[src/rtl/actr_pkg.sv]
/*
 * Constants and types for the channel tuning register bank.
 * Assumes an APB slave with 32-bit data; each 8-bit register sits in the
 * low byte of one word whose byte address is four times its index.
 */
package actr_pkg;

    // ------------------------------------------------------------------
    // bank layout
    // ------------------------------------------------------------------
    localparam int ACTR_SLOTS = 7;

    typedef logic [2:0]  actr_slot_t;
    typedef logic [7:0]  actr_byte_t;
    typedef logic [11:0] actr_index_t;

    localparam actr_index_t IDX_DITHER_CH4  = 12'h234;
    localparam actr_index_t IDX_PERF_CH4    = 12'h239;
    localparam actr_index_t IDX_TUNE_UPPER  = 12'h308;
    localparam actr_index_t IDX_TUNE_FOUR   = 12'h31d;
    localparam actr_index_t IDX_TUNE_TWO    = 12'h41d;
    localparam actr_index_t IDX_CHOP_CH2    = 12'h422;
    localparam actr_index_t IDX_DITHER_CH2  = 12'h434;

    localparam actr_slot_t SLOT_DITHER_CH4 = 3'h0;
    localparam actr_slot_t SLOT_PERF_CH4   = 3'h1;
    localparam actr_slot_t SLOT_TUNE_UPPER = 3'h2;
    localparam actr_slot_t SLOT_TUNE_FOUR  = 3'h3;
    localparam actr_slot_t SLOT_TUNE_TWO   = 3'h4;
    localparam actr_slot_t SLOT_CHOP_CH2   = 3'h5;
    localparam actr_slot_t SLOT_DITHER_CH2 = 3'h6;

    localparam logic [ACTR_SLOTS-1:0][11:0] ACTR_IDX = {
        IDX_DITHER_CH2, IDX_CHOP_CH2, IDX_TUNE_TWO, IDX_TUNE_FOUR,
        IDX_TUNE_UPPER, IDX_PERF_CH4, IDX_DITHER_CH4};

    // ------------------------------------------------------------------
    // field positions
    // ------------------------------------------------------------------
    localparam int POS_DITH_HI    = 5;
    localparam int POS_DITH_LO    = 3;
    localparam int POS_PERF       = 3;
    localparam int POS_TUNE_UP_HI = 7;
    localparam int POS_TUNE_UP_LO = 6;
    localparam int POS_TUNE4_HI   = 7;
    localparam int POS_TUNE4_LO   = 1;
    localparam int POS_TUNE2      = 1;
    localparam int POS_CHOP       = 1;

    // read/write field masks; all other positions are write-only
    localparam actr_byte_t MASK_DITHER  = 8'h28;
    localparam actr_byte_t MASK_PERF    = 8'h08;
    localparam actr_byte_t MASK_TUNE_UP = 8'hc0;
    localparam actr_byte_t MASK_TUNE4   = 8'h82;
    localparam actr_byte_t MASK_TUNE2   = 8'h02;
    localparam actr_byte_t MASK_CHOP    = 8'h02;

    localparam actr_byte_t RST_VALUE    = 8'h00;

    function automatic actr_byte_t actr_mask(input actr_slot_t s);
        case (s)
            SLOT_DITHER_CH4: actr_mask = MASK_DITHER;
            SLOT_PERF_CH4:   actr_mask = MASK_PERF;
            SLOT_TUNE_UPPER: actr_mask = MASK_TUNE_UP;
            SLOT_TUNE_FOUR:  actr_mask = MASK_TUNE4;
            SLOT_TUNE_TWO:   actr_mask = MASK_TUNE2;
            SLOT_CHOP_CH2:   actr_mask = MASK_CHOP;
            SLOT_DITHER_CH2: actr_mask = MASK_DITHER;
            default:         actr_mask = 8'h00;
        endcase
    endfunction

endpackage

[src/rtl/actr_bank_if.sv]
/*
 * Carrier between the bus front end and the register store.
 * Assumes both ends sit on the same clock.
 */
`timescale 1ns/10ps
interface actr_bank_if
    import actr_pkg::*;
();
    logic                             wr_en;
    actr_slot_t                       wr_slot;
    actr_byte_t                       wr_data;
    logic [ACTR_SLOTS-1:0][7:0]       value;

    modport ctrl  (output wr_en, output wr_slot, output wr_data,
                   input value);
    modport store (input wr_en, input wr_slot, input wr_data,
                   output value);
endinterface

[src/rtl/actr_store.sv]
/*
 * Storage for the seven tuning registers.
 * Assumes one write strobe per cycle from the bus front end; only the
 * read/write field positions are kept, write-only positions drop.
 */
`timescale 1ns/10ps
module actr_store
    import actr_pkg::*;
(
    input  wire logic  i_clock,
    input  wire logic  i_rst,
    actr_bank_if.store bank
);

    // ------------------------------------------------------------------
    // one register per slot
    // ------------------------------------------------------------------
    genvar g;
    generate
        for (g = 0; g < ACTR_SLOTS; g++)
        begin : g_slot
            always_ff @(posedge i_clock)
            begin
                if (i_rst)
                    bank.value[g] <= RST_VALUE;
                else if (bank.wr_en && bank.wr_slot == actr_slot_t'(g))
                    bank.value[g] <= bank.wr_data &
                                     actr_mask(actr_slot_t'(g));
            end
        end
    endgenerate

endmodule // actr_store

[src/rtl/actr_regs.sv]
/*
 * Channel tuning register bank with an APB slave front end.
 * Assumes a single 100 MHz clock and a synchronous reset; the global
 * dither bits arrive as inputs from logic on the same clock.
 */
`timescale 1ns/10ps
module actr_regs
    import actr_pkg::*;
#(
    parameter int ADDR_W = 16
)
(
    input  wire logic              i_clock,
    input  wire logic              i_rst,
    input  wire logic              i_psel,
    input  wire logic              i_penable,
    input  wire logic              i_pwrite,
    input  wire logic [ADDR_W-1:0] i_paddr,
    input  wire logic [31:0]       i_pwdata,
    input  wire logic [3:0]        i_pstrb,
    output logic [31:0]            o_prdata,
    output logic                   o_pready,
    output logic                   o_pslverr,
    input  wire logic [1:0]        i_dither_glob_ch4,
    input  wire logic [1:0]        i_dither_glob_ch2,
    output logic                   o_dither_off_ch4,
    output logic                   o_perf_special_ch4,
    output logic [1:0]             o_high_freq_tune_upper,
    output logic [1:0]             o_high_freq_tune_four,
    output logic                   o_high_freq_tune_two,
    output logic                   o_chopper_off_ch2,
    output logic                   o_chopper_run_ch2,
    output logic                   o_dither_off_ch2
);

    // ------------------------------------------------------------------
    // address decode
    // ------------------------------------------------------------------
    // returns {hit, slot}; byte address is four times the index
    function automatic logic [3:0] decode(input logic [ADDR_W-1:0] a);
        logic [3:0] r;
        r = 4'h0;
        for (int i = 0; i < ACTR_SLOTS; i++)
        begin
            if (a == ADDR_W'({ACTR_IDX[i], 2'b00}))
                r = {1'b1, 3'(i)};
        end
        return r;
    endfunction

    actr_bank_if bank ();

    logic [3:0]  dec_now;
    logic        setup_phase;
    logic        access_phase;
    logic        hit_q;
    actr_slot_t  slot_q;
    logic [31:0] prdata_q;
    logic        err_q;
    actr_byte_t  rd_byte;

    assign dec_now      = decode(i_paddr);
    assign setup_phase  = i_psel && !i_penable;
    assign access_phase = i_psel && i_penable;
    assign rd_byte      = bank.value[dec_now[2:0]] &
                          actr_mask(dec_now[2:0]);

    // ------------------------------------------------------------------
    // setup capture
    // ------------------------------------------------------------------
    always_ff @(posedge i_clock)
    begin
        if (i_rst)
        begin
            hit_q  <= 1'b0;
            slot_q <= SLOT_DITHER_CH4;
            err_q  <= 1'b0;
        end
        else if (setup_phase)
        begin
            hit_q  <= dec_now[3];
            slot_q <= dec_now[2:0];
            err_q  <= !dec_now[3];
        end
    end

    // read data captured at setup, shown through the access phase
    always_ff @(posedge i_clock)
    begin
        if (i_rst)
            prdata_q <= 32'h0000_0000;
        else if (setup_phase)
        begin
            if (dec_now[3] && !i_pwrite)
                prdata_q <= {24'h00_0000, rd_byte};
            else
                prdata_q <= 32'h0000_0000;
        end
    end

    // ------------------------------------------------------------------
    // bus answers and write strobe
    // ------------------------------------------------------------------
    assign o_pready  = 1'b1;
    assign o_prdata  = prdata_q;
    assign o_pslverr = access_phase && err_q;

    // writes land at the completing access edge; low lane only
    assign bank.wr_en   = access_phase && i_pwrite && hit_q && i_pstrb[0];
    assign bank.wr_slot = slot_q;
    assign bank.wr_data = i_pwdata[7:0];

    actr_store u_store (
        .i_clock (i_clock),
        .i_rst   (i_rst),
        .bank    (bank)
    );

    // ------------------------------------------------------------------
    // analog controls
    // ------------------------------------------------------------------
    actr_byte_t v_d4;
    actr_byte_t v_p4;
    actr_byte_t v_up;
    actr_byte_t v_t4;
    actr_byte_t v_t2;
    actr_byte_t v_c2;
    actr_byte_t v_d2;

    assign v_d4 = bank.value[SLOT_DITHER_CH4];
    assign v_p4 = bank.value[SLOT_PERF_CH4];
    assign v_up = bank.value[SLOT_TUNE_UPPER];
    assign v_t4 = bank.value[SLOT_TUNE_FOUR];
    assign v_t2 = bank.value[SLOT_TUNE_TWO];
    assign v_c2 = bank.value[SLOT_CHOP_CH2];
    assign v_d2 = bank.value[SLOT_DITHER_CH2];

    // dither off only when the local pair and global pair are all set
    always_ff @(posedge i_clock)
    begin
        if (i_rst)
        begin
            o_dither_off_ch4 <= 1'b0;
            o_dither_off_ch2 <= 1'b0;
        end
        else
        begin
            o_dither_off_ch4 <= v_d4[POS_DITH_HI] && v_d4[POS_DITH_LO] &&
                                (&i_dither_glob_ch4);
            o_dither_off_ch2 <= v_d2[POS_DITH_HI] && v_d2[POS_DITH_LO] &&
                                (&i_dither_glob_ch2);
        end
    end

    always_ff @(posedge i_clock)
    begin
        if (i_rst)
            o_perf_special_ch4 <= 1'b0;
        else
            o_perf_special_ch4 <= v_p4[POS_PERF];
    end

    always_ff @(posedge i_clock)
    begin
        if (i_rst)
        begin
            o_high_freq_tune_upper <= 2'h0;
            o_high_freq_tune_four  <= 2'h0;
            o_high_freq_tune_two   <= 1'b0;
        end
        else
        begin
            o_high_freq_tune_upper <= {v_up[POS_TUNE_UP_HI],
                                       v_up[POS_TUNE_UP_LO]};
            o_high_freq_tune_four  <= {v_t4[POS_TUNE4_HI],
                                       v_t4[POS_TUNE4_LO]};
            o_high_freq_tune_two   <= v_t2[POS_TUNE2];
        end
    end

    always_ff @(posedge i_clock)
    begin
        if (i_rst)
        begin
            o_chopper_off_ch2 <= 1'b0;
            o_chopper_run_ch2 <= 1'b1;
        end
        else
        begin
            o_chopper_off_ch2 <= v_c2[POS_CHOP];
            o_chopper_run_ch2 <= !v_c2[POS_CHOP];
        end
    end

    // ------------------------------------------------------------------
    // checks
    // ------------------------------------------------------------------
    dither4_on_a: assert property (
        @(posedge i_clock) disable iff (i_rst)
        !v_d4[POS_DITH_HI] && !v_d4[POS_DITH_LO] |=> !o_dither_off_ch4)
        else $error("dither off with channel-4 setting 00");

    dither4_off_a: assert property (
        @(posedge i_clock) disable iff (i_rst)
        v_d4[POS_DITH_HI] && v_d4[POS_DITH_LO] && (&i_dither_glob_ch4)
        |=> o_dither_off_ch4)
        else $error("dither still on with channel-4 setting 11");

    perf_reset_a: assert property (
        @(posedge i_clock)
        i_rst |=> !v_p4[POS_PERF] && !o_perf_special_ch4)
        else $error("performance bit not zero after reset");

    perf_write_a: assert property (
        @(posedge i_clock) disable iff (i_rst)
        bank.wr_en && slot_q == SLOT_PERF_CH4
        |=> v_p4[POS_PERF] == $past(i_pwdata[POS_PERF])
            ##1 o_perf_special_ch4 == v_p4[POS_PERF])
        else $error("performance bit write not taken");

    chop_run_a: assert property (
        @(posedge i_clock) disable iff (i_rst)
        !v_c2[POS_CHOP] |=> o_chopper_run_ch2 && !o_chopper_off_ch2)
        else $error("chopper stopped with disable bit clear");

    chop_off_a: assert property (
        @(posedge i_clock) disable iff (i_rst)
        v_c2[POS_CHOP] |=> o_chopper_off_ch2 && !o_chopper_run_ch2)
        else $error("chopper running with disable bit set");

    rsvd_read_a: assert property (
        @(posedge i_clock) disable iff (i_rst)
        access_phase && !i_pwrite && hit_q
        |-> (o_prdata[7:0] & ~actr_mask(slot_q)) == 8'h00 &&
            o_prdata[31:8] == 24'h00_0000)
        else $error("write-only position read back nonzero");

    rw_store_a: assert property (
        @(posedge i_clock) disable iff (i_rst)
        bank.wr_en |=> bank.value[$past(slot_q)] ==
                       ($past(i_pwdata[7:0]) & actr_mask($past(slot_q))))
        else $error("read/write field not stored");

    unmapped_err_a: assert property (
        @(posedge i_clock) disable iff (i_rst)
        setup_phase && !dec_now[3] ##1 access_phase
        |-> o_pslverr && o_prdata == 32'h0000_0000)
        else $error("unmapped access not refused");

    unmapped_wr_a: assert property (
        @(posedge i_clock) disable iff (i_rst)
        access_phase && i_pwrite && !hit_q |=> $stable(bank.value))
        else $error("write to unmapped address changed a register");

    strobe_drop_a: assert property (
        @(posedge i_clock) disable iff (i_rst)
        access_phase && i_pwrite && !i_pstrb[0] |=> $stable(bank.value))
        else $error("write without low strobe changed a register");

    rsvd_store_a: assert property (
        @(posedge i_clock) disable iff (i_rst)
        (v_d4 & ~MASK_DITHER) == 8'h00 && (v_p4 & ~MASK_PERF) == 8'h00 &&
        (v_up & ~MASK_TUNE_UP) == 8'h00 && (v_t4 & ~MASK_TUNE4) == 8'h00 &&
        (v_t2 & ~MASK_TUNE2) == 8'h00 && (v_c2 & ~MASK_CHOP) == 8'h00 &&
        (v_d2 & ~MASK_DITHER) == 8'h00)
        else $error("write-only position held a one");

    perf_follow_a: assert property (
        @(posedge i_clock) disable iff (i_rst)
        1'b1 |=> o_perf_special_ch4 == $past(v_p4[POS_PERF]))
        else $error("performance output does not follow its bit");

    ctrl_reset_a: assert property (
        @(posedge i_clock)
        i_rst |=> o_chopper_run_ch2 && !o_chopper_off_ch2 &&
                  !o_dither_off_ch4 && !o_dither_off_ch2)
        else $error("control outputs not idle after reset");

    dither2_on_a: assert property (
        @(posedge i_clock) disable iff (i_rst)
        !v_d2[POS_DITH_HI] && !v_d2[POS_DITH_LO] |=> !o_dither_off_ch2)
        else $error("dither off with channel-2 setting 00");

    dither2_off_a: assert property (
        @(posedge i_clock) disable iff (i_rst)
        v_d2[POS_DITH_HI] && v_d2[POS_DITH_LO] && (&i_dither_glob_ch2)
        |=> o_dither_off_ch2)
        else $error("dither still on with channel-2 setting 11");

    tune_follow_a: assert property (
        @(posedge i_clock) disable iff (i_rst)
        1'b1 |=> o_high_freq_tune_two == $past(v_t2[POS_TUNE2]) &&
                 o_high_freq_tune_four == $past({v_t4[POS_TUNE4_HI],
                                                 v_t4[POS_TUNE4_LO]}) &&
                 o_high_freq_tune_upper == $past({v_up[POS_TUNE_UP_HI],
                                                  v_up[POS_TUNE_UP_LO]}))
        else $error("tuning outputs do not follow their bits");

    slverr_idle_a: assert property (
        @(posedge i_clock) disable iff (i_rst)
        !access_phase |-> !o_pslverr && o_pready)
        else $error("error shown outside an access phase");

endmodule // actr_regs

[config.mk]
export PLATFORM = sky130hd
export DESIGN_NAME = actr_regs
export DESIGN_NICKNAME = d
export VERILOG_FILES = /design/src/rtl/actr_pkg.sv /design/src/rtl/actr_bank_if.sv /design/src/rtl/actr_store.sv /design/src/rtl/actr_regs.sv
export SDC_FILE = /design/constraint.sdc
export NUM_CORES = 1
export LEC_CHECK = 0
export BUFFER_PORTS_ARGS = -buffer_cell sky130_fd_sc_hd__buf_2
export CAP_MARGIN = 10
export CORE_MARGIN = 1.5
export CORE_UTILIZATION = 41
export DETAILED_ROUTE_END_ITERATION = 10
export PLACE_DENSITY = 0.86
export SLEW_MARGIN = 40
export SYNTH_ARGS = -nofsm -noshare
export SYNTH_HDL_FRONTEND = slang
export SYNTH_SLANG_ARGS = --single-unit
[constraint.sdc]
create_clock -name i_clock -period 4.2 [get_ports i_clock]
set_input_delay 0.84 -clock i_clock [delete_from_list [all_inputs] [get_ports i_clock]]
set_output_delay 0.84 -clock i_clock [all_outputs]
set_load 0.02 [all_outputs]
# Word-level counts from Yosys, hierarchy flattened
# Index checks and enable logic that the tools add are counted.
# word_totals
reg_bits,58
inputBits,61
output_inout_bits,44
elab_cells,79
# classes
order_cmp,1
eq_ne,19
muxes,11
bitwise_logic,1
n_reduce_logical,28
# op_table
operator,count
$eq A16 B12 Y1 const B,4
$eq A16 B13 Y1 const B,3
$pmux W8 S5,1
$mux W4,7
$bmux W8 S3,1
$eq A3 B3 Y1 const B,6
$logic_and A1 B1 Y1,18
$mux W8,2
$eq A3 B2 Y1 const B,4
$and A8 B8 Y8,1
$eq A3 B1 Y1 const B,2
$logic_not A3 Y1,2
$logic_not A1 Y1,4
$lt A3 B4 Y1 const B,1
$reduce_and A2 Y1,2
$reduce_or A2 Y1,2

# Logic depth before layout (Yosys ltp)
# depth
depth_word,13
ltp_mapped,6
mapped_depth_nobuf,5

# Modules after synthesis
# A second synthesis with hierarchy kept.
# hier_totals
cells_unflattened,232
area_unflattened_um2,2031.9
# by_module_without_submodules
module,instances,cells_per_inst,area_each_um2,seq_area_each_um2
actr_regs,1,140,1163.6,400.4
actr_store,1,92,868.3,220.2

# Worst setup path after synthesis
# OpenSTA, ideal clock, no wires.
# synth_timing
kind,in2reg
start,in i_paddr[4]
end,reg hit_q
setup_time_ps,116
arrival_ps,2035
t_required_ps,4084
setup_slack_ps,2049
path_stages,5
path_buffers,1
path_cell_list,buf_6 > and3_1 > o2111a_2 > or4_4 > o211a_1
# synth_between
elab_chain_cells,8
elab_cells_between_ends,14
cone_classes,eq/ne (7); mux (7)
# synth_rtl
item,line,source
from (decl),actr_regs.sv:18,"input wire logic [ADDR_W-1:0] i_paddr,"
$eq A16 B12 Y1,actr_regs.sv:45,"if (a == ADDR_W'({ACTR_IDX[i], 2'b00}))"
$mux W4 (6 in a row),actr_regs.sv:45,
$mux W4 (*),actr_regs.sv:45,
to (signal assigned),actr_regs.sv:81,hit_q <= dec_now[3];
to (decl),actr_regs.sv:56,logic hit_q;
# Mark *: on every way between the ends. The rest lies on a longest branch, timed or not.
# A chain may end at the register's enable or synchronous reset.

# Worst setup path after layout
# layout_timing
start,in i_penable
end,out o_pslverr
# layout_between
elab_chain_cells,2
# layout_rtl
item,line,source
from (decl),actr_regs.sv:16,"input wire logic i_penable,"
$logic_and A1 B1 Y1,actr_regs.sv:64,assign access_phase = i_psel && i_penable;
$logic_and A1 B1 Y1,actr_regs.sv:106,assign o_pslverr = access_phase && err_q;
to (decl),actr_regs.sv:23,"output logic o_pslverr,"
# No other way between the ends.

==> results.py <==
metrics = {
    "sta": {
        "rsz0062_at_grt": "false",
        "timing.fmax_mhz": 471,
        "setup_tns_ns": 0,
        "finalCriticalPeriod_ns": 2.12,
        "finalSetupViolations": 0,
        "worst_slew_pin_slew_ns": 0.504,
        "hold_viol_final": 0,
        "slew_headroom_pct": 66.2,
        "skew_ns": 0.00542,
        "post-route-period-util_pct": 50.5,
        "finalMaxSlewViolations": 0,
        "hold_ws_ns": 0.440,
    },
    "drt": {
        "avgViaCountPerCell": 4.95,
        "postRouteAntennaNets": 0,
        "dr.pass1.iters": 4,
        "route.detailed.drc": 0,
        "drtIter0Drc": 63,
        "wl_per_cell_um": 11.9,
        "num_vias": 1466,
        "drt_wl_total_mm": 3.51,
    },
    "global_route": {
        "grt_antenna_before_repair": 0,
        "overflow": 0,
        "grt_max_degree": 28,
        "grt_pass1_vias": 1260,
        "grt_util_all_layers_pct": 15.9,
        "grt_pass1_wl_mm": 5.52,
    },
    "pwr": {
        "p_per_area_nw_per_um2": 303,
        "ir_drop_v": 0.000143,
        "p_leak_nw": 0.851,
        "p_total_mw": 0.592,
    },
    "floorplan": {
        "rows": 23,
        "die_y_um": 67.8,
        "ios": 105,
        "initial_core_util_pct": 42.7,
        "dieWidth_um": 67.8,
        "core_area_um2": 4030,
        "die_area_um2": 4600,
    },
    "finish": {
        "n_antenna_cell": 0,
        "multi_input_area_um2": 932,
        "nets": 306,
        "nFillCells": 423,
        "syn2layout_area_growth_pct": 13.6,
        "drive_above_1_share_pct": 26.4,
        "ff_latch_area_um2": 621,
        "final_common_cell": "buf_2",
        "final_core_util_pct": 48.5,
        "layout_common_cells": "46 x buf_2, 31 x dfxtp_1, 28 x conb_1",
    },
    "synthesis": {
        "yosysTopAreaCellShare_pct": 36.0,
        "synth.area.top_cells": "dfxtp_1 36%, buf_4 12%, mux2i_1 5.8%",
        "yosys_register_bits": 31,
        "synthArstFlopShare_pct": 0,
        "synth_fa_ha_area_share_pct": 0,
        "yosysWarnings": 0,
        "synth_ff_type": "dfxtp_1",
        "yosysTopAreaCell": "dfxtp_1",
        "synth_top_family_by_area": "simple AND/OR/NAND/NOR gates",
        "syn_area_um2": 1720,
        "syn_inst": 200,
        "synth_edf_count": 0,
        "synth_sequential_area_ratio_pct": 36.0,
        "synth-simple-area-share_pct": 29.9,
        "muxShareOfSynthArea_pct": 5.81,
        "avgSynthCellArea_um2": 8.61,
        "synth_compound_area_share_pct": 12.3,
        "synth_xor_area_share_pct": 0,
        "ys_types": 49,
    },
    "clock_tree": {
        "insertion_delay_ns": 0.28,
        "cts_buffer_depth": 2,
        "cts.sinks": 31,
        "numCtsBuffers": 5,
        "post_cts_buffers": 0,
        "ctsHoldBuffers": 0,
        "cts_resized": 0,
        "cts-root-buf": "clkbuf_8",
        "clkTransAtPathRegs_ns": 0.07,
        "h-tree-depth": 2,
        "cts_tree": "done",
    },
    "critical_path": {
        "crit_chain": "buf_2 > and3_1 > buf_2",
        "startpoint": "i_penable",
        "cp_common_cell": "buf_2",
        "crit_arrival_ns": 1.28,
        "cp.required_ns": 3.36,
        "start_kind": "input port",
        "slowest_delay_ns": 0.17,
        "critPathKind": "in2out",
        "worstPathMaxFanout": 4,
        "reg2reg_from": "hit_q$_SDFFE_PP0P_",
        "cp_slowest_cell": "and3_1",
        "end_kind": "output pin",
    },
    "placed_design": {
        "io_buffer_count": 46,
        "gp_congestion": 0.836,
        "dp.final_hpwl_mm": 2.66,
    },
    "flow_run": {
        "cap_violations": 0,
    },
    "run_status": {
        "status": "finished, final reports clean",
    },
    "min_path": {
        "min_path_type": "reg2reg",
        "holdCritStartpoint": "u_store.bank.value[41]$_SDFFE_PP0P_",
    },
}
-- flip-flops by register name, indices dropped and copies added (netlist names) --
register / count
u_store.bank.value: 11
o_prdata: 5
bank.wr_slot: 3
o_high_freq_tune_four: 2
o_high_freq_tune_upper: 2
err_q: 1
hit_q: 1
o_chopper_off_ch2: 1
o_chopper_run_ch2: 1
o_dither_off_ch2: 1
o_dither_off_ch4: 1
o_high_freq_tune_two: 1
o_perf_special_ch4: 1
-- cell usage after synthesis, types with 2 or more instances --
cell type	count
a21oi_1	7
nor3_1	6
nor2b_1	6
nand2_1	17
nor4_1	3
nand3b_1	2
a211oi_1	2
nand4_1	6
nand2b_1	3
nor2_1	23
nand3_1	4
and3b_1	2
conb_1	2
buf_4	28
and3_1	3
mux2i_1	10
clkbuf_1	5
dfxtp_1	31
o21ai_0	3
inv_1	7
nor3b_1	2
-- cell families after synthesis --
group,Yosys count
other,2
buffers and inverters,41
muxes,10
DFF,31
AOI/OAI and AO/OA,27
and+or+nand+nor,89
-- area by class of cell --
| type | instances | share of cell area [%] |
|---|---|---|
| flip-flops and latches | 31 | 31.7 |
| inverters | 7 | 1.34 |
| clock buffers | 5 | 3.52 |
| well taps | 50 | 3.20 |
| clock inverters | 3 | 0.768 |
| repair buffers | 46 | 11.8 |
| multi-input cells | 154 | 47.7 |
-- metrics by stage --
| stage | instances | setup WS, ns | cell area, um2 |
|---|---|---|---|
| 2_1_floorplan | 226 | 2.05 | 1820 |
| 3_3_place_gp | 288 | 1.81 | 1870 |
| 3_5_place_dp | 288 | 1.78 | 1870 |
| 4_1_cts | 296 | 2.08 | 1960 |
| 5_1_grt | 296 | 1.94 | 1960 |
| 6_report | 296 | 2.08 | 1960 |
-- per-layer routing --
layer	global-route usage, %	up-vias	part of all wire, %
met5	0	-	0
met4	5.50	0	1.0
met3	5.33	6	6.4
met2	27.5	42	50
met1	18.4	682	43
li1	-	736	-
-- power by group --
| part | internal, mW | switching [mW] | leakage [nW] |
|---|---|---|---|
| sequential | 0.296 | 0.00215 | 0.250 |
| combinational | 0.0197 | 0.0498 | 0.553 |
| clock | 0.113 | 0.111 | 0.0477 |
| total | 0.429 | 0.163 | 0.851 |
-- path summary, 6_finish.rpt --
check | to | slack (ns) | cells after the start
setup / recovery | o_pslverr | 2.08 | 3
hold / removal | o_chopper_run_ch2$_SDFF_PP1_ | 0.44 | 1
hold reg to reg | o_chopper_run_ch2$_SDFF_PP1_ | 0.44 | 1
setup reg to reg | u_store.bank.value[23]$_SDFFE_PP0P_ | 2.60 | 5
-- critical path: cells and delay by family --
kind / cells / cell delay [ns]
buffers and inverters: 2 / 0.27
and+or+nand+nor: 1 / 0.17
Note: power is estimated with default switching activity, not from simulation.
